`src/rdw_pkg.sv`:
```
// rdw_pkg: constants shared by the receive deserializer and word aligner.
// assumes: one 100 MHz clock, apb register access, lsb-first serial data.
`default_nettype none

package rdw_pkg;

  // apb register byte offsets
  localparam logic [7:0] ADDR_CTRL    = 8'h00;
  localparam logic [7:0] ADDR_PATTERN = 8'h04;
  localparam logic [7:0] ADDR_STATUS  = 8'h08;

  // control register fields
  localparam int CTRL_WIDTH10_BIT = 0; // 1: 10-bit words, 0: 8-bit
  localparam int CTRL_PAT10_BIT   = 1; // 1: 10-bit pattern, 0: 7-bit
  localparam int CTRL_COMPL_BIT   = 2; // 1: also accept complement
  localparam int CTRL_AUTO_BIT    = 3; // 1: automatic protocol mode
  localparam logic [3:0] CTRL_RESET = 4'h7;

  // status register fields
  localparam int STAT_BND_LSB     = 0; // 4-bit word boundary
  localparam int STAT_LOCKED_BIT  = 4;
  localparam int STAT_SYNC_LSB    = 5; // 2-bit sync state
  localparam int STAT_TODATA_BIT  = 7;
  localparam int STAT_FLOCK_BIT   = 8;
  localparam int STAT_PLOCK_BIT   = 9;

  // comma pattern, lsb-first, negative running disparity form
  localparam logic [9:0] COMMA_K28P5  = 10'h17C;
  localparam logic [9:0] PATTERN_RESET = 10'h17C;

  // clock recovery timing, in 10 ns cycles
  localparam int FREQ_LOCK_CYCLES  = 64;
  localparam int PHASE_LOCK_CYCLES = 32;
  localparam int RUN_LIMIT_BITS    = 20;

  // sync state machine thresholds
  localparam int SYNC_COMMAS = 3;
  localparam int LOSS_ERRORS = 4;

  typedef enum logic [0:0] {
    LOCK_REF  = 1'b0,
    LOCK_DATA = 1'b1
  } rdw_lock_e;

  typedef enum logic [1:0] {
    SYNC_LOSS = 2'h0,
    SYNC_ACQ  = 2'h1,
    SYNC_OK   = 2'h2
  } rdw_sync_e;

endpackage

`default_nettype wire

```
`src/rdw_rx_align.sv`:
```
// rdw_rx_align: clock recovery lock select, deserializer and word aligner.
// assumes: one serial bit per mclk_i cycle on a pin, apb from the fabric,
// code_error_i and align_search_enable_i driven by logic on mclk_i.
//
// Register access over APB and the placing of the registers were left to the implementer.
`timescale 1ns/1ps
`default_nettype none

module rdw_rx_align #(
  parameter int FREQ_LOCK = rdw_pkg::FREQ_LOCK_CYCLES,
  parameter int PHASE_LOCK = rdw_pkg::PHASE_LOCK_CYCLES,
  parameter int RUN_LIMIT = rdw_pkg::RUN_LIMIT_BITS
) (
  // clock and reset
  input  wire logic        mclk_i,
  input  wire logic        rstn_i,
  // apb slave
  input  wire logic        psel_i,
  input  wire logic        penable_i,
  input  wire logic        pwrite_i,
  input  wire logic [7:0]  paddr_i,
  input  wire logic [31:0] pwdata_i,
  output logic      [31:0] prdata_o,
  output logic             pready_o,
  output logic             pslverr_o,
  // serial line and lock controls
  input  wire logic        rx_serial_i,
  input  wire logic        force_ref_lock_i,
  input  wire logic        force_data_lock_i,
  output logic             lock_to_data_o,
  output logic             freq_lock_o,
  output logic             phase_lock_o,
  // fabric side
  input  wire logic        align_search_enable_i,
  input  wire logic        code_error_i,
  output logic      [9:0]  rx_data_o,
  output logic             rx_valid_o,
  output logic             align_sync_flag_o,
  output logic             align_pattern_hit_o
);

  // pattern compare, used for every candidate position
  function automatic logic pat_match(input logic [9:0] bits,
                                     input logic [9:0] pat,
                                     input logic       pat10,
                                     input logic       compl);
    logic [9:0] mask;
    logic [9:0] diff;
    mask = pat10 ? 10'h3FF : 10'h07F;
    diff = (bits ^ pat) & mask;
    pat_match = (diff == 10'h000) || (compl && (diff == mask));
  endfunction

  // ---------------- register file ----------------
  logic [3:0]  ctrl_r,   ctrl_nxt;
  logic [9:0]  pat_r,    pat_nxt;
  logic [31:0] prdata_r, prdata_nxt;
  logic [31:0] status_w;
  logic        mapped_w;

  assign mapped_w = (paddr_i == rdw_pkg::ADDR_CTRL) ||
                    (paddr_i == rdw_pkg::ADDR_PATTERN) ||
                    (paddr_i == rdw_pkg::ADDR_STATUS);
  // zero wait: read data is captured in the setup cycle
  assign pready_o  = 1'b1;
  assign pslverr_o = psel_i && penable_i && !mapped_w;
  assign prdata_o  = prdata_r;

  // register writes and read capture
  always_comb begin
    ctrl_nxt   = ctrl_r;
    pat_nxt    = pat_r;
    prdata_nxt = prdata_r;
    if (psel_i && penable_i && pwrite_i) begin
      if (paddr_i == rdw_pkg::ADDR_CTRL)
        ctrl_nxt = pwdata_i[3:0];
      if (paddr_i == rdw_pkg::ADDR_PATTERN)
        pat_nxt = pwdata_i[9:0];
    end
    if (psel_i && !penable_i) begin
      unique case (paddr_i)
        rdw_pkg::ADDR_CTRL:    prdata_nxt = {28'h0000000, ctrl_r};
        rdw_pkg::ADDR_PATTERN: prdata_nxt = {22'h000000, pat_r};
        rdw_pkg::ADDR_STATUS:  prdata_nxt = status_w;
        default:               prdata_nxt = 32'h00000000;
      endcase
    end
  end

  always_ff @(posedge mclk_i) begin
    if (!rstn_i) begin
      ctrl_r   <= rdw_pkg::CTRL_RESET;
      pat_r    <= rdw_pkg::PATTERN_RESET;
      prdata_r <= 32'h00000000;
    end else begin
      ctrl_r   <= ctrl_nxt;
      pat_r    <= pat_nxt;
      prdata_r <= prdata_nxt;
    end
  end

  logic width10_w, pat10_w, compl_w, auto_w;
  assign width10_w = ctrl_r[rdw_pkg::CTRL_WIDTH10_BIT];
  assign auto_w    = ctrl_r[rdw_pkg::CTRL_AUTO_BIT];
  // automatic mode forces the 10-bit comma, either polarity
  assign pat10_w = auto_w | ctrl_r[rdw_pkg::CTRL_PAT10_BIT];
  assign compl_w = auto_w | ctrl_r[rdw_pkg::CTRL_COMPL_BIT];

  // ---------------- serial input synchroniser ----------------
  logic ser_m_r, ser_s_r, ser_d_r;
  always_ff @(posedge mclk_i) begin
    if (!rstn_i) begin
      ser_m_r <= 1'b0;
      ser_s_r <= 1'b0;
      ser_d_r <= 1'b0;
    end else begin
      ser_m_r <= rx_serial_i;
      ser_s_r <= ser_m_r;
      ser_d_r <= ser_s_r;
    end
  end

  // ---------------- clock recovery lock selection ----------------
  rdw_pkg::rdw_lock_e cru_r, cru_nxt;
  logic [15:0] fcnt_r,  fcnt_nxt;
  logic [15:0] pcnt_r,  pcnt_nxt;
  logic [15:0] run_r,   run_nxt;
  logic        flock_r, flock_nxt;
  logic        plock_r, plock_nxt;

  // run length stands in for the phase detector's loss of transitions
  always_comb begin
    cru_nxt   = cru_r;
    fcnt_nxt  = fcnt_r;
    pcnt_nxt  = pcnt_r;
    flock_nxt = flock_r;
    plock_nxt = plock_r;
    run_nxt   = (ser_s_r != ser_d_r) ? 16'h0000 : run_r + 16'h0001;
    if (force_data_lock_i)
      cru_nxt = rdw_pkg::LOCK_DATA;
    else if (force_ref_lock_i)
      cru_nxt = rdw_pkg::LOCK_REF;
    else if (cru_r == rdw_pkg::LOCK_REF && flock_r)
      cru_nxt = rdw_pkg::LOCK_DATA;
    else if (cru_r == rdw_pkg::LOCK_DATA && run_r >= 16'(RUN_LIMIT))
      cru_nxt = rdw_pkg::LOCK_REF;
    // frequency detector runs against the reference in ref mode
    if (cru_r == rdw_pkg::LOCK_REF) begin
      plock_nxt = 1'b0;
      pcnt_nxt  = 16'h0000;
      if (fcnt_r >= 16'(FREQ_LOCK))
        flock_nxt = 1'b1;
      else
        fcnt_nxt = fcnt_r + 16'h0001;
    end else begin
      fcnt_nxt  = 16'h0000;
      flock_nxt = 1'b0;
      if (run_r >= 16'(RUN_LIMIT)) begin
        pcnt_nxt  = 16'h0000;
        plock_nxt = 1'b0;
      end else if (pcnt_r >= 16'(PHASE_LOCK))
        plock_nxt = 1'b1;
      else
        pcnt_nxt = pcnt_r + 16'h0001;
    end
  end

  always_ff @(posedge mclk_i) begin
    if (!rstn_i) begin
      cru_r   <= rdw_pkg::LOCK_REF;
      fcnt_r  <= 16'h0000;
      pcnt_r  <= 16'h0000;
      run_r   <= 16'h0000;
      flock_r <= 1'b0;
      plock_r <= 1'b0;
    end else begin
      cru_r   <= cru_nxt;
      fcnt_r  <= fcnt_nxt;
      pcnt_r  <= pcnt_nxt;
      run_r   <= run_nxt;
      flock_r <= flock_nxt;
      plock_r <= plock_nxt;
    end
  end

  assign lock_to_data_o = (cru_r == rdw_pkg::LOCK_DATA);
  assign freq_lock_o    = flock_r;
  assign phase_lock_o   = plock_r;

  // ---------------- deserializer ----------------
  logic [19:0] sh_r,   sh_nxt;
  logic [3:0]  bcnt_r, bcnt_nxt;
  logic        word_en_w;
  logic [19:0] win_w;
  logic [3:0]  last_w;

  // new bits enter at the top, so the earliest bit ends lowest
  assign sh_nxt    = {ser_s_r, sh_r[19:1]};
  assign last_w    = width10_w ? 4'h9 : 4'h7;
  assign word_en_w = (bcnt_r == last_w);
  assign bcnt_nxt  = word_en_w ? 4'h0 : bcnt_r + 4'h1;
  // two newest words, earliest bit at index 0
  assign win_w = width10_w ? sh_nxt : {4'h0, sh_nxt[19:4]};

  always_ff @(posedge mclk_i) begin
    if (!rstn_i) begin
      sh_r   <= 20'h00000;
      bcnt_r <= 4'h0;
    end else begin
      sh_r   <= sh_nxt;
      bcnt_r <= bcnt_nxt;
    end
  end

  // ---------------- pattern detector ----------------
  logic [9:0] hit_w;
  logic [9:0] pat_sel_w;
  assign pat_sel_w = auto_w ? rdw_pkg::COMMA_K28P5 : pat_r;

  // one comparator per candidate boundary
  for (genvar p = 0; p < 10; p++) begin : g_pos
    logic fits_w;
    // a 10-bit pattern cannot start past bit 6 of an 8-bit window
    assign fits_w = width10_w ? 1'b1 :
                    ((p < 7) || (!pat10_w && p < 8));
    assign hit_w[p] = fits_w &&
        pat_match(win_w[p +: 10], pat_sel_w, pat10_w, compl_w);
  end

  logic       any_w;
  logic [3:0] first_w;
  logic       hit_bnd_w;
  logic       hit_other_w;

  // lowest position first, so the earliest received copy wins
  always_comb begin
    first_w = 4'h0;
    for (int i = 9; i >= 0; i--) begin
      if (hit_w[i])
        first_w = 4'(i);
    end
  end

  // ---------------- aligner and sync machine ----------------
  rdw_pkg::rdw_sync_e sync_r, sync_nxt;
  logic [3:0] bnd_r,    bnd_nxt;
  logic       locked_r, locked_nxt;
  logic [2:0] cnt_r,    cnt_nxt;
  logic       srch_q_r;
  logic [9:0] data_r,   data_nxt;
  logic       valid_r,  sync_p_r, sync_p_nxt, phit_r, phit_nxt;

  assign any_w       = |hit_w;
  assign hit_bnd_w   = hit_w[bnd_r];
  assign hit_other_w = |(hit_w & ~(10'h001 << bnd_r));

  always_comb begin
    sync_nxt   = sync_r;
    bnd_nxt    = bnd_r;
    locked_nxt = locked_r;
    cnt_nxt    = cnt_r;
    data_nxt   = data_r;
    sync_p_nxt = 1'b0;
    phit_nxt   = 1'b0;
    // a new search request drops the held boundary
    if (!auto_w && align_search_enable_i && !srch_q_r)
      locked_nxt = 1'b0;
    if (word_en_w) begin
      if (!auto_w) begin
        sync_nxt = rdw_pkg::SYNC_LOSS;
        if (align_search_enable_i && !locked_nxt && any_w) begin
          bnd_nxt    = first_w;
          locked_nxt = 1'b1;
          sync_p_nxt = 1'b1;
          phit_nxt   = 1'b1;
        end else begin
          if (!align_search_enable_i && hit_other_w)
            sync_p_nxt = 1'b1;
          if (locked_r && hit_bnd_w)
            phit_nxt = 1'b1;
        end
      end else begin
        // search enable is not looked at here
        unique case (sync_r)
          rdw_pkg::SYNC_LOSS: if (any_w) begin
            bnd_nxt    = first_w;
            locked_nxt = 1'b1;
            cnt_nxt    = 3'h1;
            sync_nxt   = rdw_pkg::SYNC_ACQ;
            phit_nxt   = 1'b1;
          end
          rdw_pkg::SYNC_ACQ: if (code_error_i) begin
            sync_nxt   = rdw_pkg::SYNC_LOSS;
            locked_nxt = 1'b0;
          end else if (hit_bnd_w) begin
            phit_nxt = 1'b1;
            cnt_nxt  = cnt_r + 3'h1;
            if (cnt_r + 3'h1 >= 3'(rdw_pkg::SYNC_COMMAS)) begin
              sync_nxt = rdw_pkg::SYNC_OK;
              cnt_nxt  = 3'h0;
            end
          end else if (any_w) begin
            bnd_nxt  = first_w;
            cnt_nxt  = 3'h1;
            phit_nxt = 1'b1;
          end
          rdw_pkg::SYNC_OK: begin
            phit_nxt = hit_bnd_w;
            if (code_error_i) begin
              cnt_nxt = cnt_r + 3'h1;
              if (cnt_r + 3'h1 >= 3'(rdw_pkg::LOSS_ERRORS)) begin
                sync_nxt   = rdw_pkg::SYNC_LOSS;
                locked_nxt = 1'b0;
                cnt_nxt    = 3'h0;
              end
            end
          end
          default: begin
            sync_nxt   = rdw_pkg::SYNC_LOSS;
            locked_nxt = 1'b0;
          end
        endcase
      end
      // shift by the boundary chosen for this word, so a fresh hit lands low
      data_nxt = width10_w ? 10'(win_w >> bnd_nxt)
                           : {2'b00, 8'(win_w >> bnd_nxt)};
    end
  end

  // reset wipes lock and status; search resumes on release
  always_ff @(posedge mclk_i) begin
    if (!rstn_i) begin
      sync_r   <= rdw_pkg::SYNC_LOSS;
      bnd_r    <= 4'h0;
      locked_r <= 1'b0;
      cnt_r    <= 3'h0;
      srch_q_r <= 1'b0;
      data_r   <= 10'h000;
      valid_r  <= 1'b0;
      sync_p_r <= 1'b0;
      phit_r   <= 1'b0;
    end else begin
      sync_r   <= sync_nxt;
      bnd_r    <= bnd_nxt;
      locked_r <= locked_nxt;
      cnt_r    <= cnt_nxt;
      srch_q_r <= align_search_enable_i;
      data_r   <= data_nxt;
      valid_r  <= word_en_w;
      sync_p_r <= sync_p_nxt;
      phit_r   <= phit_nxt;
    end
  end

  assign rx_data_o  = data_r;
  assign rx_valid_o = valid_r;
  // level in automatic mode, one-word pulse in manual mode
  assign align_sync_flag_o = auto_w ? (sync_r == rdw_pkg::SYNC_OK)
                                    : sync_p_r;
  assign align_pattern_hit_o = phit_r;

  assign status_w = {22'h000000, plock_r, flock_r, lock_to_data_o,
                     sync_r, locked_r, bnd_r};

endmodule // rdw_rx_align

`default_nettype wire

```
`config.mk`:
```
export PLATFORM = sky130hd
export DESIGN_NAME = rdw_rx_align
export DESIGN_NICKNAME = d
export VERILOG_FILES = /design/src/rdw_pkg.sv /design/src/rdw_rx_align.sv
export SDC_FILE = /design/constraint.sdc
export NUM_CORES = 1
export LEC_CHECK = 0
export BUFFER_PORTS_ARGS = -buffer_cell sky130_fd_sc_hd__clkbuf_2
export CAP_MARGIN = 30
export CORE_UTILIZATION = 60
export CTS_CLUSTER_DIAMETER = 60
export DETAILED_ROUTE_END_ITERATION = 7
export GPL_TIMING_DRIVEN = 0
export PLACE_DENSITY_LB_ADDON = 0.05
export SLEW_MARGIN = 30
export SYNTH_ARGS = -nofsm -noshare
export SYNTH_HDL_FRONTEND = slang
export SYNTH_SLANG_ARGS = --single-unit
```
`constraint.sdc`:
```
create_clock -name mclk_i -period 5.55 [get_ports mclk_i]
set_input_delay 0.555 -clock mclk_i [delete_from_list [all_inputs] [get_ports mclk_i]]
set_output_delay 0.555 -clock mclk_i [all_outputs]
set_load 0.005 [all_outputs]
```
# Word level (Yosys, flattened, before mapping)
# Cells that the tools add are included.
dict set report word_totals {
  reg_bits 148
  in_bits 50
  wordCells 221
}
dict set report op_classes {
  add_sub_neg 5
  n_lt_le_gt_ge 6
  n_eq_ne 23
  shifts 2
  n_mux 65
  bitwise_logic 27
  reduce_logical 70
}
# cell n
set op_table {}
lappend op_table {{bitwise AND 10 bit} 11}
lappend op_table {{equality test 10 bit} 10}
lappend op_table {{logical NOT 10 bit} 10}
lappend op_table {{XOR 10 bit} 10}
lappend op_table {{two-way mux 4 bit} 17}
lappend op_table {{adder 16 x 1 -> 16 bit, second input constant} 3}
lappend op_table {{two-way mux 10 bit} 3}
lappend op_table {{one-hot mux 10 bit (3 select lines)} 1}
lappend op_table {{logical AND 1 bit} 25}
lappend op_table {{two-way mux 1 bit} 24}
lappend op_table {{two-way mux 20 bit} 1}
lappend op_table {{OR reduction 10 bit} 2}
lappend op_table {{>> shifter 20 x 4 -> 10 bit} 1}
lappend op_table {{two-way mux 3 bit} 6}
lappend op_table {{>= comparator 16 x 5 -> 1 bit, second input constant} 1}
lappend op_table {{>= comparator 16 x 6 -> 1 bit, second input constant} 1}
lappend op_table {{>= comparator 16 x 7 -> 1 bit, second input constant} 1}
lappend op_table {{two-way mux 2 bit} 7}
lappend op_table {{logical OR 1 bit} 12}
lappend op_table {{NOT 10 bit} 1}
lappend op_table {{left shift 1 x 4 -> 10 bit, first input constant} 1}
lappend op_table {{!= test 3 bit, second input constant} 3}
lappend op_table {{one-hot mux 3 bit (3 select lines)} 1}
lappend op_table {{equality test 8 x 3 -> 1 bit, second input constant} 1}
lappend op_table {{other kinds (28)} 45}

# Depth between registers and ports, before layout
# Gate-level depths: netlist of the first run.
dict set report logic_depth {
  word_depth 25
  mapped_depth 20
  mapped_depth_nobuf 14
}

# Least setup slack after synthesis of the first run
# No wires, ideal clock.
dict set report synth_timing {
  path_type {register to register}
  start {reg ctrl_r[0]}
  end {reg data_r[8], in the netlist rx_data_o[8]}
  setup_ns 0.122
  arrival_ns 3.945
  t_required_ns 5.428
  setup_slack_ns 1.483
  stages_incl_launch_ff 18
  period_less_slack_ns 4.067
  cell_sequence {dfxtp_1 buf_6 buf_12 mux2i_4 buf_6 xnor2_1 or4_1 nor3_2 nor2_1 nand4_4 nor3_4 or3_4 and3_1 buf_2 nor2_8 mux2_2 mux2_2 a221o_1}
}
dict set report synth_between {
  elab_chain_len 25
}
# element line
set synth_rtl {}
lappend synth_rtl {{start, declared} rdw_rx_align.sv:55} ;# logic [3:0] ctrl_r, ctrl_nxt;
lappend synth_rtl {{start signal, assigned} rdw_rx_align.sv:92} ;# ctrl_r <= rdw_pkg::CTRL_RESET;
lappend synth_rtl {{start signal, assigned} rdw_rx_align.sv:96} ;# ctrl_r <= ctrl_nxt;
lappend synth_rtl {{two-way mux 20 bit} rdw_rx_align.sv:203} ;# assign win_w = width10_w ? sh_nxt : {4'h0, sh_nxt[19:4]};
lappend synth_rtl {{XOR 10 bit} rdw_rx_align.sv:50} ;# diff = (bits ^ pat) & mask;
lappend synth_rtl {{bitwise AND 10 bit} rdw_rx_align.sv:50}
lappend synth_rtl {{equality test 10 bit} rdw_rx_align.sv:51} ;# pat_match = (diff == 10'h000) || (compl && (diff == mask));
lappend synth_rtl {{logical AND 1 bit} rdw_rx_align.sv:51}
lappend synth_rtl {{logical OR 1 bit} rdw_rx_align.sv:51}
lappend synth_rtl {{logical AND 1 bit} rdw_rx_align.sv:226} ;# assign hit_w[p] = fits_w &&
lappend synth_rtl {{two-way mux 4 bit (10 in a row)} rdw_rx_align.sv:239} ;# if (hit_w[i])
lappend synth_rtl {{two-way mux 4 bit} {rdw_rx_align.sv:285, rdw_rx_align.sv:302}}
lappend synth_rtl {{two-way mux 4 bit} rdw_rx_align.sv:295} ;# end else if (hit_bnd_w) begin
lappend synth_rtl {{two-way mux 4 bit} rdw_rx_align.sv:292} ;# rdw_pkg::SYNC_ACQ: if (code_error_i) begin
lappend synth_rtl {{one-hot mux 4 bit (2 select lines)} rdw_rx_align.sv:284} ;# unique case (sync_r)
lappend synth_rtl {{two-way mux 4 bit} rdw_rx_align.sv:269} ;# if (!auto_w) begin
lappend synth_rtl {{two-way mux 4 bit} rdw_rx_align.sv:268} ;# if (word_en_w) begin
lappend synth_rtl {{>> shifter 20 x 4 -> 10 bit} --}
lappend synth_rtl {{two-way mux 10 bit} rdw_rx_align.sv:325} ;# data_nxt = width10_w ? 10'(win_w >> bnd_nxt)
lappend synth_rtl {{end signal, assigned} rdw_rx_align.sv:348} ;# data_r <= data_nxt;
lappend synth_rtl {{end, declared} rdw_rx_align.sv:250} ;# logic [9:0] data_r, data_nxt;
# Parallel ways exist; a longest one is shown, timed or not. The select of a mux whose other input is x is not followed.
# A chain may end at the register's enable or synchronous reset.

# Worst setup path in the final report of the first run
dict set report layout_timing {
  start {reg pat_r[6]}
  end {reg data_r[1], in the netlist rx_data_o[1]}
}
dict set report layout_between {
  elab_chain_len 25
}
# element line
set layout_rtl {}
lappend layout_rtl {{start, declared} rdw_rx_align.sv:56} ;# logic [9:0] pat_r, pat_nxt;
lappend layout_rtl {{start signal, assigned} rdw_rx_align.sv:93} ;# pat_r <= rdw_pkg::PATTERN_RESET;
lappend layout_rtl {{start signal, assigned} rdw_rx_align.sv:97} ;# pat_r <= pat_nxt;
lappend layout_rtl {{two-way mux 10 bit (*)} rdw_rx_align.sv:218} ;# assign pat_sel_w = auto_w ? rdw_pkg::COMMA_K28P5 : pat_r;
lappend layout_rtl {{XOR 10 bit} rdw_rx_align.sv:50}
lappend layout_rtl {{bitwise AND 10 bit} rdw_rx_align.sv:50}
lappend layout_rtl {{equality test 10 bit} rdw_rx_align.sv:51}
lappend layout_rtl {{logical AND 1 bit} rdw_rx_align.sv:51}
lappend layout_rtl {{logical OR 1 bit} rdw_rx_align.sv:51}
lappend layout_rtl {{logical AND 1 bit} rdw_rx_align.sv:226}
lappend layout_rtl {{two-way mux 4 bit (10 in a row)} rdw_rx_align.sv:239}
lappend layout_rtl {{two-way mux 4 bit} {rdw_rx_align.sv:285, rdw_rx_align.sv:302}}
lappend layout_rtl {{two-way mux 4 bit} rdw_rx_align.sv:295}
lappend layout_rtl {{two-way mux 4 bit} rdw_rx_align.sv:292}
lappend layout_rtl {{one-hot mux 4 bit (2 select lines)} rdw_rx_align.sv:284}
lappend layout_rtl {{two-way mux 4 bit (*)} rdw_rx_align.sv:269}
lappend layout_rtl {{two-way mux 4 bit (*)} rdw_rx_align.sv:268}
lappend layout_rtl {{>> shifter 20 x 4 -> 10 bit (*)} rdw_rx_align.sv:326} ;# : {2'b00, 8'(win_w >> bnd_nxt)};
lappend layout_rtl {{two-way mux 10 bit (*)} rdw_rx_align.sv:325}
# Mark *: on every way between the ends. The rest lies on a longest branch, timed or not. The select of a mux whose other input is x is not followed.

==> results of run 1 <==
[worst register-to-register path, stage by stage, from the launching register on]
cell,delay [ns]
dfxtp_1,0.29
buf_1,0.21
nor2_2,0.70
xnor2_1,0.23
nor4_1,0.08
and2_1,0.16
o2bb2ai_1,0.72
nand4_4,0.30
nor3_4,0.49
nand4bb_1,0.28
a31oi_4,0.14
nor2_4,0.32
buf_2,0.31
mux2_2,0.37
a211oi_1,0.46
a211oi_1,0.10
[metrics by stage]
stage / hold WS (ns) / cells / setup slack (ns) / cell area [um2]
2_1_floorplan: 0.412 / 1077 / 1.48 / 8930
3_3_place_gp: 0.430 / 1314 / 0.469 / 9420
3_5_place_dp: 0.436 / 1314 / 0.436 / 9420
4_1_cts: 0.325 / 1346 / 0.408 / 10000
5_1_grt: 0.354 / 1346 / 0.0996 / 10000
6_report: 0.338 / 1346 / 0.255 / 10000
[sequential cells by signal (all words and copies together), names as in the netlist, 2 cells and up]
| name | flops |
|---|---|
| bcnt_r | 4 |
| pcnt_r | 16 |
| run_r | 16 |
| rx_data_o | 10 |
| ctrl_r | 4 |
| cnt_r | 3 |
| sh_r | 18 |
| prdata_o | 10 |
| bnd_r | 4 |
| pat_r | 10 |
| sync_r | 2 |
| fcnt_r | 16 |
[layer usage]
layer	global-route usage [%]	up-vias	part of all wire, %
met1	45.0	3813	44
met5	0	-	0
met3	9.18	55	9.8
li1	-	3905	-
met2	49.4	443	43
met4	14.4	0	3.0
[cell usage in the layout, fill, tap and decap left out, types with 13 or more instances in the layout]
cell / synthesis / routed
dfxtp_1: 124 / 124
nor2_1: 107 / 107
xnor2_1: 83 / 83
nand2_1: 73 / 73
mux2i_1: 54 / 54
clkbuf_2: 0 / 54
and2_1: 42 / 42
xor2_1: 39 / 39
nand3_1: 36 / 36
o21ai_0: 35 / 35
buf_4: 33 / 33
inv_1: 31 / 31
clkbuf_1: 32 / 31
a21oi_1: 29 / 29
nor4_1: 27 / 26
nor3_1: 24 / 24
conb_1: 2 / 23
nand4_1: 20 / 20
mux2_2: 18 / 18
clkbuf_16: 0 / 17
nor2b_1: 14 / 14
a31oi_1: 14 / 14
ha_1: 13 / 13
[cell families (layout without fill, tap and decap cells)]
| group | Yosys count | after routing | share of synthesized area [%] |
|---|---|---|---|
| adders and majority gates | 13 | 13 | 1.84 |
| muxes | 87 | 87 | 11.7 |
| buffers and inverters | 118 | 203 | 7.16 |
| xor gates and xnor gates | 122 | 122 | 12.1 |
| and+or+nand+nor | 406 | 406 | 24.0 |
| other | 2 | 23 | 0.0849 |
| DFF | 124 | 124 | 28.1 |
| AOI/OAI and AO/OA | 184 | 184 | 15.1 |
[report_power, final]
group | internal, W | total [W] | switching, W
Combinational | 0.0000363 | 0.0000874 | 0.0000512
Clock | 0.000677 | 0.00112 | 0.000445
Sequential | 0.000898 | 0.000907 | 0.00000942
[layout make-up]
| type | count | area share [%] |
|---|---|---|
| timing repair buffer | 53 | 2.64 |
| sequential | 124 | 24.7 |
| clock buffer | 17 | 4.24 |
| inverter | 32 | 1.20 |
| multi-input combinational | 835 | 58.0 |
| clock inverter | 15 | 1.76 |
| tap | 184 | 2.29 |
| buffer | 86 | 5.12 |
[worst paths after layout]
check	slack [ns]	depth (start not counted)	from	end
worst min-delay path	0.34	3	force_data_lock_i	lock_to_data_o$_SDFFE_PN0P_
worst min register to register	0.45	1	fcnt_r[11]$_SDFFE_PP0N_	fcnt_r[11]$_SDFFE_PP0N_
worst max-delay path	0.26	15	pat_r[6]$_SDFFE_PN1P_	rx_data_o[1]$_SDFFE_PN0P_
worst max register to register	0.26	15	pat_r[6]$_SDFFE_PN1P_	rx_data_o[1]$_SDFFE_PN0P_
==> key figures, run 1 <==
Outcome
  – Status: finished clean

Yosys
  – Mapped cell area: 8850 um2
  – Post-Syn Instances: 1056
  – Most frequent cell after synthesis: dfxtp_1
  – Yosys reg bits: 124
  – Register area share after synthesis: 28.1%
  – Largest cells by area after synthesis: dfxtp_1 28%, xnor2_1 8.2%, mux2i_1 6.1%, nor2_1 4.5%, xor2_1 3.9%
  – Yosys cell types: 91
  – Ys async rst share: 0%
  – Synth top area share: 28.1%
  – Post-synth top cells: 124 x dfxtp_1, 107 x nor2_1, 83 x xnor2_1
  – Synth warnings: 0
  – Area leader, netlist: dfxtp_1
  – Primary FF master, synth: dfxtp_1
  – Synthesized area per cell: 8.38 um2
  – EDFF count, synth: 0

Pwr
  – Worst VDD drop: 0.216 mV
  – LEAKAGE: 3.98 nW
  – Cell Pwr Density: 211 nW/um2
  – PnR Total Power: 0.00212 W

Layout
  – Multi-input gate area: 5830 um2
  – Share of cells above drive strength 1: 17.0%
  – Final core utilization: 69.4%
  – Layout area overhead: 13.5%
  – Seq. cell area: 2480 um2
  – Antenna cells: 0
  – # fillers: 1242
  – Layout net count: 1212

STA
  – Fmax: 189 MHz
  – Tightest Pin Transition: 0.925 ns
  – Setup Skew: 0.00981 ns
  – Final hold vios: 0
  – Pins Over Slew Limit: 0
  – RSZ-0062 raised after global routing: false
  – Min cycle time layout: 5.29 ns
  – Final worst path period share: 95.4%
  – Headroom to the max-slew limit: 38.3%
  – Final setup vio count: 0
  – Fin Setup TNS: 0 ns

Worst setup path
  – CP delay by family, top: simple AND/OR/NAND/NOR gates
  – Worst path most repeated cell: a211oi_1
  – Crit path buf inv count: 2
  – Critical path class: reg -> reg
  – Crit path max fanout: 10
  – Cells along the critical path: buf_1, nor2_2, xnor2_1, nor4_1, and2_1, o2bb2ai_1, nand4_4, nor3_4, nand4bb_1, a31oi_4, nor2_4, buf_2, mux2_2, a211oi_1, a211oi_1
  – Crit-path max cell delay: 0.72 ns
  – Worst Path Arrival: 5.58 ns
  – Slowest stage cell, crit path: o2bb2ai_1
  – Critical path capture point type: flip-flop
  – Critical Path RT: 5.84 ns
  – Critical Path Source Type: flip-flop

Route
  – Total Wirelength: 24900 um
  – Antenna viol nets, final: 0
  – Initial DRC Count: 882
  – Routed vias: 8216
  – DR WL/cell: 18.5 um
  – DRT Pass-1 Iters: 8
  – Vias per inst: 6.10
  – Drt drc: 0

Job
  – Max_cap viols: 0

Clocking
  – CTS sink count: 124
  – CTS tree: built
  – Worst skew pair latency: 0.43 ns
  – Clk slew on worst S/H paths: 0.06 ns
  – Clock root cell: clkbuf_16
  – CTS buffer count: 17
  – H-tree Lvls: 4
  – Post-CTS Hold Buffers: 0
  – Post-CTS Setup Inserts: 0
  – Max Root-Sink Buffers: 2
  – Post-cts resize count: 0

Min path
  – Worst min path class: in -> reg

Global route
  – Largest net degree at the start of global routing: 17
  – Initial antenna violation count: 0
  – GRT Util Overall: 33.3%
  – First-pass GRT wire length: 38500 um
  – Vias in the first global route: 7505
  – Congestion Overflow GR: 0

Placed design
  – Post-DP HPWL: 18300 um
  – Routability congestion estimate: 0.946
  – PortBufs: 53

Floorplan
  – Die ar.: 15200 um2
  – # rows: 44
  – Initial Util: 61.1%
  – IO Pins: 100
  – Die width: 123 um
  – Core area: 14500 um2
  – Die Ht: 123 um
Note: power is estimated with default switching activity, not from simulation.
==> run 2, diff against run 1 <==
--- a/config.mk
+++ b/config.mk
@@ -12,5 +12,5 @@
 export DETAILED_ROUTE_END_ITERATION = 7
 export GPL_TIMING_DRIVEN = 0
-export PLACE_DENSITY_LB_ADDON = 0.05
+export PLACE_DENSITY = 0.89
 export SLEW_MARGIN = 30
 export SYNTH_ARGS = -nofsm -noshare
==> constraint.sdc (replaced) <==
create_clock -name mclk_i -period 5.55 [get_ports mclk_i]
set_input_delay 0.8325 -clock mclk_i [delete_from_list [all_inputs] [get_ports mclk_i]]
set_output_delay 0.8325 -clock mclk_i [all_outputs]
set_load 0.005 [all_outputs]
==> run 2 against run 1 <==
Effect of this change: the run now ends with DRC left; via count increased by 3.7%; die area did not move; maximum frequency grew 2.3%; worst hold slack improved by 0.12 ns; critical path depth grew 3; clock power about the same; combinational power increased by 1%; sequential power about the same; global-route usage is 0.86 points higher; routed wire length rose by 0.88%; register-to-register slack better by 0.12 ns; total power is 1.4% higher; critical endpoint is now rx_data_o[0]$_SDFFE_PN0P_.
==> key figures, run 2 (synthesis results as in run 1) <==
Route
  – DRT Pass-1 Iters: 8
  – Initial DRC Count: 1050
  – Routed vias: 8520
  – Drt drc: 1
  – Vias per inst: 6.33
  – DR WL/cell: 18.7 um
  – Antenna viol nets, final: 0
  – Total Wirelength: 25100 um

Job
  – Max_cap viols: 0

Worst setup path
  – Crit-path max cell delay: 0.49 ns
  – Slowest stage cell, crit path: clkbuf_1
  – Crit path max fanout: 10
  – Critical Path Source Type: flip-flop
  – Critical path class: reg -> reg
  – Crit path buf inv count: 5
  – Worst Path Arrival: 5.50 ns
  – CP delay by family, top: compound AO/OA/AOI/OAI gates
  – Register-to-Register Setup Slack: 0.37 ns
  – Cells along the critical path: buf_2, buf_6, clkbuf_1, inv_1, o21ai_0, a32o_1, nand2_1, a221oi_2, o31ai_1, or2_1, a311o_1, a32oi_2, clkbuf_1, mux2i_1, nand2_1, o211ai_1, o21ai_0, a221oi_1
  – Critical path capture point type: flip-flop
  – Worst r2r dst: rx_data_o[0]$_SDFFE_PN0P_
  – Critical Path RT: 5.87 ns
  – Reg-to-reg startpoint: ctrl_r[3]$_SDFFE_PN0P_
  – R2r worst-path depth: 18

Clocking
  – CTS buffer count: 17
  – CTS sink count: 124
  – Worst skew pair latency: 0.43 ns
  – CTS tree: built
  – Max Root-Sink Buffers: 2
  – Post-cts resize count: 0
  – H-tree Lvls: 4
  – Clk slew on worst S/H paths: 0.06 ns
  – Clock root cell: clkbuf_16
  – Post-CTS Hold Buffers: 0
  – Post-CTS Setup Inserts: 0

Global route
  – Congestion Overflow GR: 0
  – GRT Util Overall: 34.2%
  – First-pass GRT wire length: 39900 um
  – Initial antenna violation count: 0
  – Largest net degree at the start of global routing: 17
  – Vias in the first global route: 8035

Layout
  – Layout net count: 1212
  – Commonest non-fill, non-tap cell in the layout: dfxtp_1
  – Antenna cells: 0
  – Fin cells: 1346
  – Commonest cells after routing, fill and taps aside: 124 x dfxtp_1, 107 x nor2_1, 83 x xnor2_1
  – Layout area overhead: 13.5%
  – Max reg flops: 18
  – Most flops, register: sh_r
  – Final core utilization: 69.3%
  – Share of cells above drive strength 1: 16.9%

STA
  – Fin Setup TNS: 0 ns
  – Tightest Pin Transition: 0.912 ns
  – Final hold vios: 0
  – Min cycle time layout: 5.18 ns
  – Headroom to the max-slew limit: 39.0%
  – Setup Skew: 0.00942 ns
  – Pins Over Slew Limit: 0
  – RSZ-0062 raised after global routing: false
  – Final setup vio count: 0
  – Final worst path period share: 93.3%
  – Fmax: 193 MHz

Pwr
  – Int Pwr: 0.00163 W
  – Clk pwr share: 53.6%
  – LEAKAGE: 3.98 nW
  – Cell Pwr Density: 214 nW/um2
  – Register share of total power: 42.2%
  – Psw: 0.000521 W
  – Switching share of power: 24.3%
  – Gate power share: 4.1%
  – Worst VDD drop: 0.277 mV

Placed design
  – Routability congestion estimate: 0.996
  – PortBufs: 53
  – Post-DP HPWL: 17900 um
  – Placed cell count: 1314

Outcome
  – Violated checks: DRC
  – Status: finished, violations left

Floorplan
  – Die Ht: 123 um
  – Die width: 123 um
  – IO Pins: 100
  – Initial Util: 61.1%
  – # rows: 44
  – Die ar.: 15200 um2
  – Core area: 14500 um2

Min path
  – Hold Path End: fcnt_r[12]$_SDFFE_PP0N_
  – Hold path startpoint: fcnt_r[12]$_SDFFE_PP0N_
  – Hold path cells: 1
  – Worst min path class: reg -> reg
run 2: power by group through the flow:
stage	Clock, W	Combinational, W	Sequential [W]
after global placement	0	0.0000831	0.000926
after global routing	0.00120	0.0000994	0.000908
after floorplan	0	0.0000580	0.000924
after CTS	0.00116	0.0000871	0.000907
final	0.00115	0.0000886	0.000907
after detailed placement	0	0.0000859	0.000926
run 2: through the flow:
step           total power [W]  instance area, um2  worst slack (ns)  hold WS, ns
2_1_floorplan         0.000982                8930              1.48        0.412
3_3_place_gp           0.00101                9420             0.604        0.420
3_5_place_dp           0.00101                9420             0.545        0.423
4_1_cts                0.00215               10000             0.501        0.460
5_1_grt                0.00221               10000             0.131        0.471
6_report               0.00215               10000             0.372        0.454
run 2: cell type report:
| cell class | instances | area [um2] |
|---|---|---|
| clock buffers | 18 | 439 |
| well taps | 184 | 230 |
| plain buffers | 86 | 513 |
| clock inverters | 14 | 174 |
| flip-flops and latches | 124 | 2480 |
| multi-input cells | 835 | 5820 |
| inverters | 32 | 120 |
| fillers | 1087 | 4440 |
| repair buffers | 53 | 265 |
run 2: worst register-to-register path, delay by kind of cell (launching register included):
family	cells	cell delay, ns
AO/OA/AOI/OAI	9	2.31
multiplexers	1	0.26
buffers and inverters	5	1.71
AND/OR/NAND/NOR	3	0.47
flip-flops	1	0.32
run 2: routing by layer:
metal / vias up / track usage [%] / routed length [um] / part of all wire [%]
met2: 551 / 54.3 / 11400 / 45
met1: 3920 / 41.7 / 9860 / 39
met5: - / 0 / 0 / 0
met4: 0 / 21.4 / 1140 / 4.5
li1: 3921 / - / - / -
met3: 128 / 7.84 / 2740 / 11
run 2: worst max path at each step:
stage	cells after the start	slack [ns]	end	from
2_1_floorplan	17	1.48	rx_data_o[8]$_SDFFE_PN0P_	ctrl_r[0]$_SDFFE_PN1P_
3_3_place_gp	18	0.60	rx_data_o[2]$_SDFFE_PN0P_	ctrl_r[0]$_SDFFE_PN1P_
3_5_place_dp	18	0.55	rx_data_o[2]$_SDFFE_PN0P_	ctrl_r[0]$_SDFFE_PN1P_
4_1_cts	18	0.50	rx_data_o[2]$_SDFFE_PN0P_	ctrl_r[0]$_SDFFE_PN1P_
5_1_grt	18	0.13	rx_data_o[0]$_SDFFE_PN0P_	ctrl_r[3]$_SDFFE_PN0P_
6_report	18	0.37	rx_data_o[0]$_SDFFE_PN0P_	ctrl_r[3]$_SDFFE_PN0P_
==> run 3, diff against run 2 <==
ABC_AREA = 1   (was default)
PLACE_DENSITY = 0.88   (was 0.89)
==> run 3 against run 2 <==
Effect of this change: the flow now finishes without violations; maximum frequency rose by 31%; global-route usage rose by 2.3 points; core utilization fell by 0.59 points; largest cell class unchanged; area after synthesis rose by 5.3%; die area rose by 5.2%; combinational power barely moved; clock power fell by 9%; total power fell by 5.0%; via count rose by 26%; first-iteration DRC count rose by 8.2%; worst hold slack got worse by 0.040 ns.
==> key figures, run 3 <==
Outcome
  – Status: finished clean

Yosys
  – Synth top area share: 26.6%
  – Yosys cell types: 53
  – Most frequent cell after synthesis: nand2_1
  – Ys async rst share: 0%
  – Register area share after synthesis: 26.6%
  – EDFF count, synth: 0
  – Synth warnings: 0
  – Largest cells by area after synthesis: dfxtp_1 27%, nand2_1 22%, nand3_1 13%, inv_1 6.9%, nor2_1 5.2%
  – Synthesized area per cell: 5.86 um2
  – Yosys reg bits: 124
  – Primary FF master, synth: dfxtp_1
  – Post-Syn Instances: 1591
  – Post-synth top cells: 553 x nand2_1, 250 x nand3_1, 171 x inv_1
  – Area leader, netlist: dfxtp_1
  – Mapped cell area: 9320 um2

Global route
  – Initial antenna violation count: 0
  – Congestion Overflow GR: 0
  – First-pass GRT wire length: 46600 um
  – GRT Util Overall: 36.4%
  – Vias in the first global route: 9568
  – Largest net degree at the start of global routing: 17

Min path
  – Worst min path class: reg -> reg
  – Hold path startpoint: ser_m_r$_SDFF_PN0_
  – Hold path cells: 2
  – Hold Path End: ser_s_r$_SDFF_PN0_

Floorplan
  – Die ar.: 16000 um2
  – Die width: 127 um
  – # rows: 45
  – IO Pins: 100
  – Initial Util: 61.3%
  – Core area: 15200 um2
  – Die Ht: 127 um

Clocking
  – Max Root-Sink Buffers: 2
  – Post-cts resize count: 0
  – Worst skew pair latency: 0.43 ns
  – CTS sink count: 124
  – Post-CTS Hold Buffers: 0
  – H-tree Lvls: 4
  – Post-CTS Setup Inserts: 0
  – CTS tree: built
  – Clock root cell: clkbuf_16
  – Clk slew on worst S/H paths: 0.06 ns
  – CTS buffer count: 17

Worst setup path
  – Register-to-Register Setup Slack: 1.60 ns
  – Crit path buf inv count: 6
  – Worst Path Arrival: 4.27 ns
  – Slowest stage cell, crit path: nor2_2
  – Crit-path max cell delay: 0.51 ns
  – Worst path most repeated cell: nand2_1
  – Critical path capture point type: flip-flop
  – Crit path max fanout: 10
  – CP delay by family, top: simple AND/OR/NAND/NOR gates
  – Worst r2r dst: rx_data_o[0]$_SDFFE_PN0P_
  – Reg-to-reg startpoint: ctrl_r[3]$_SDFFE_PN0P_
  – Critical Path Source Type: flip-flop
  – Critical path class: reg -> reg
  – R2r worst-path depth: 25
  – Critical Path RT: 5.87 ns

Route
  – Vias per inst: 5.68
  – DRT Pass-1 Iters: 8
  – DR WL/cell: 15.3 um
  – Drt drc: 0
  – Initial DRC Count: 1136
  – Routed vias: 10700
  – Total Wirelength: 28800 um
  – Antenna viol nets, final: 0

Layout
  – Commonest non-fill, non-tap cell in the layout: nand2_1
  – Max reg flops: 18
  – Share of cells above drive strength 1: 12.0%
  – Commonest cells after routing, fill and taps aside: 553 x nand2_1, 250 x nand3_1, 171 x inv_1
  – Most flops, register: sh_r
  – Layout area overhead: 12.2%
  – Post-route cell area: 10500 um2
  – Layout net count: 1748
  – Final core utilization: 68.8%
  – Antenna cells: 0

Placed design
  – Placed Area: 9900 um2
  – Routability congestion estimate: 0.984
  – PortBufs: 54
  – Post-DP HPWL: 21300 um
  – Worst slack, placed: 1.75 ns

STA
  – Min cycle time layout: 3.95 ns
  – Setup Skew: 0.00745 ns
  – Fmax: 253 MHz
  – Headroom to the max-slew limit: 40.4%
  – Fin Setup TNS: 0 ns
  – RSZ-0062 raised after global routing: false
  – PnR worst setup slack: 1.60 ns
  – Tightest Pin Transition: 0.887 ns
  – Pins Over Slew Limit: 0
  – Final hold vios: 0
  – Final setup vio count: 0
  – Final worst path period share: 71.2%

Pwr
  – LEAKAGE: 5.38 nW
  – Cell Pwr Density: 195 nW/um2
  – Worst VDD drop: 0.205 mV

Job
  – Max_cap viols: 0
==> run 3: worst max-delay path by stage <==
stage	from	endpoint	slack, ns	cells past startpoint
2_1_floorplan	ctrl_r[3]$_SDFFE_PN0P_	rx_data_o[0]$_SDFFE_PN0P_	2.64	23
3_3_place_gp	ctrl_r[3]$_SDFFE_PN0P_	rx_data_o[2]$_SDFFE_PN0P_	1.78	23
3_5_place_dp	ctrl_r[3]$_SDFFE_PN0P_	rx_data_o[2]$_SDFFE_PN0P_	1.75	23
4_1_cts	ctrl_r[3]$_SDFFE_PN0P_	rx_data_o[0]$_SDFFE_PN0P_	1.71	23
5_1_grt	ctrl_r[3]$_SDFFE_PN0P_	rx_data_o[2]$_SDFFE_PN0P_	1.30	25
6_report	ctrl_r[3]$_SDFFE_PN0P_	rx_data_o[0]$_SDFFE_PN0P_	1.60	25
==> run 3: final cells by class <==
cell class | count | area [um2]
buffer | 73 | 458
fill | 1387 | 4750
timing repair buffer | 54 | 270
clock inverter | 13 | 120
clock buffer | 18 | 429
multi-input combinational | 1225 | 5740
inverter | 190 | 713
tap | 188 | 235
sequential | 124 | 2480
==> run 3: routing by layer <==
metal | GRT usage, % | part of all wire (%) | vias up
met1 | 47.1 | 41 | 4753
met2 | 60.2 | 46 | 616
met4 | 15.9 | 3.4 | 0
li1 | - | - | 5252
met3 | 5.82 | 9.8 | 93
met5 | 0 | 0 | -
==> run 3: cell families after synthesis <==
family | count (synthesis) | share of synthesized area, %
AO/OA/AOI/OAI | 140 | 9.09
XOR/XNOR | 23 | 2.24
adder cells (fa/ha/maj) | 13 | 1.75
buffers and inverters | 263 | 12.6
flip-flops | 124 | 26.6
other | 2 | 0.0806
AND/OR/NAND/NOR | 1026 | 47.6
==> run 3: power by group <==
part / switching (W) / internal (W) / total [W]
clock: 0.000432 / 0.000614 / 0.00105
combinational: 0.0000541 / 0.0000342 / 0.0000884
sequential: 0.00000785 / 0.000898 / 0.000906
==> run 3: worst register-to-register path: cells and delay by family (launching register included) <==
| kind | cells | cell delay, ns |
|---|---|---|
| and+or+nand+nor | 17 | 2.35 |
| AOI/OAI and AO/OA | 2 | 0.22 |
| DFF | 1 | 0.32 |
| buffers and inverters | 6 | 0.92 |
==> run 3: metrics by stage <==
| stage | hold slack, ns | cells | power, W |
|---|---|---|---|
| 2_1_floorplan | 0.390 | 1612 | 0.000982 |
| 5_1_grt | 0.434 | 1885 | 0.00209 |
| 3_3_place_gp | 0.398 | 1854 | 0.00101 |
| 4_1_cts | 0.418 | 1885 | 0.00204 |
| 6_report | 0.414 | 1885 | 0.00204 |
| 3_5_place_dp | 0.402 | 1854 | 0.00101 |
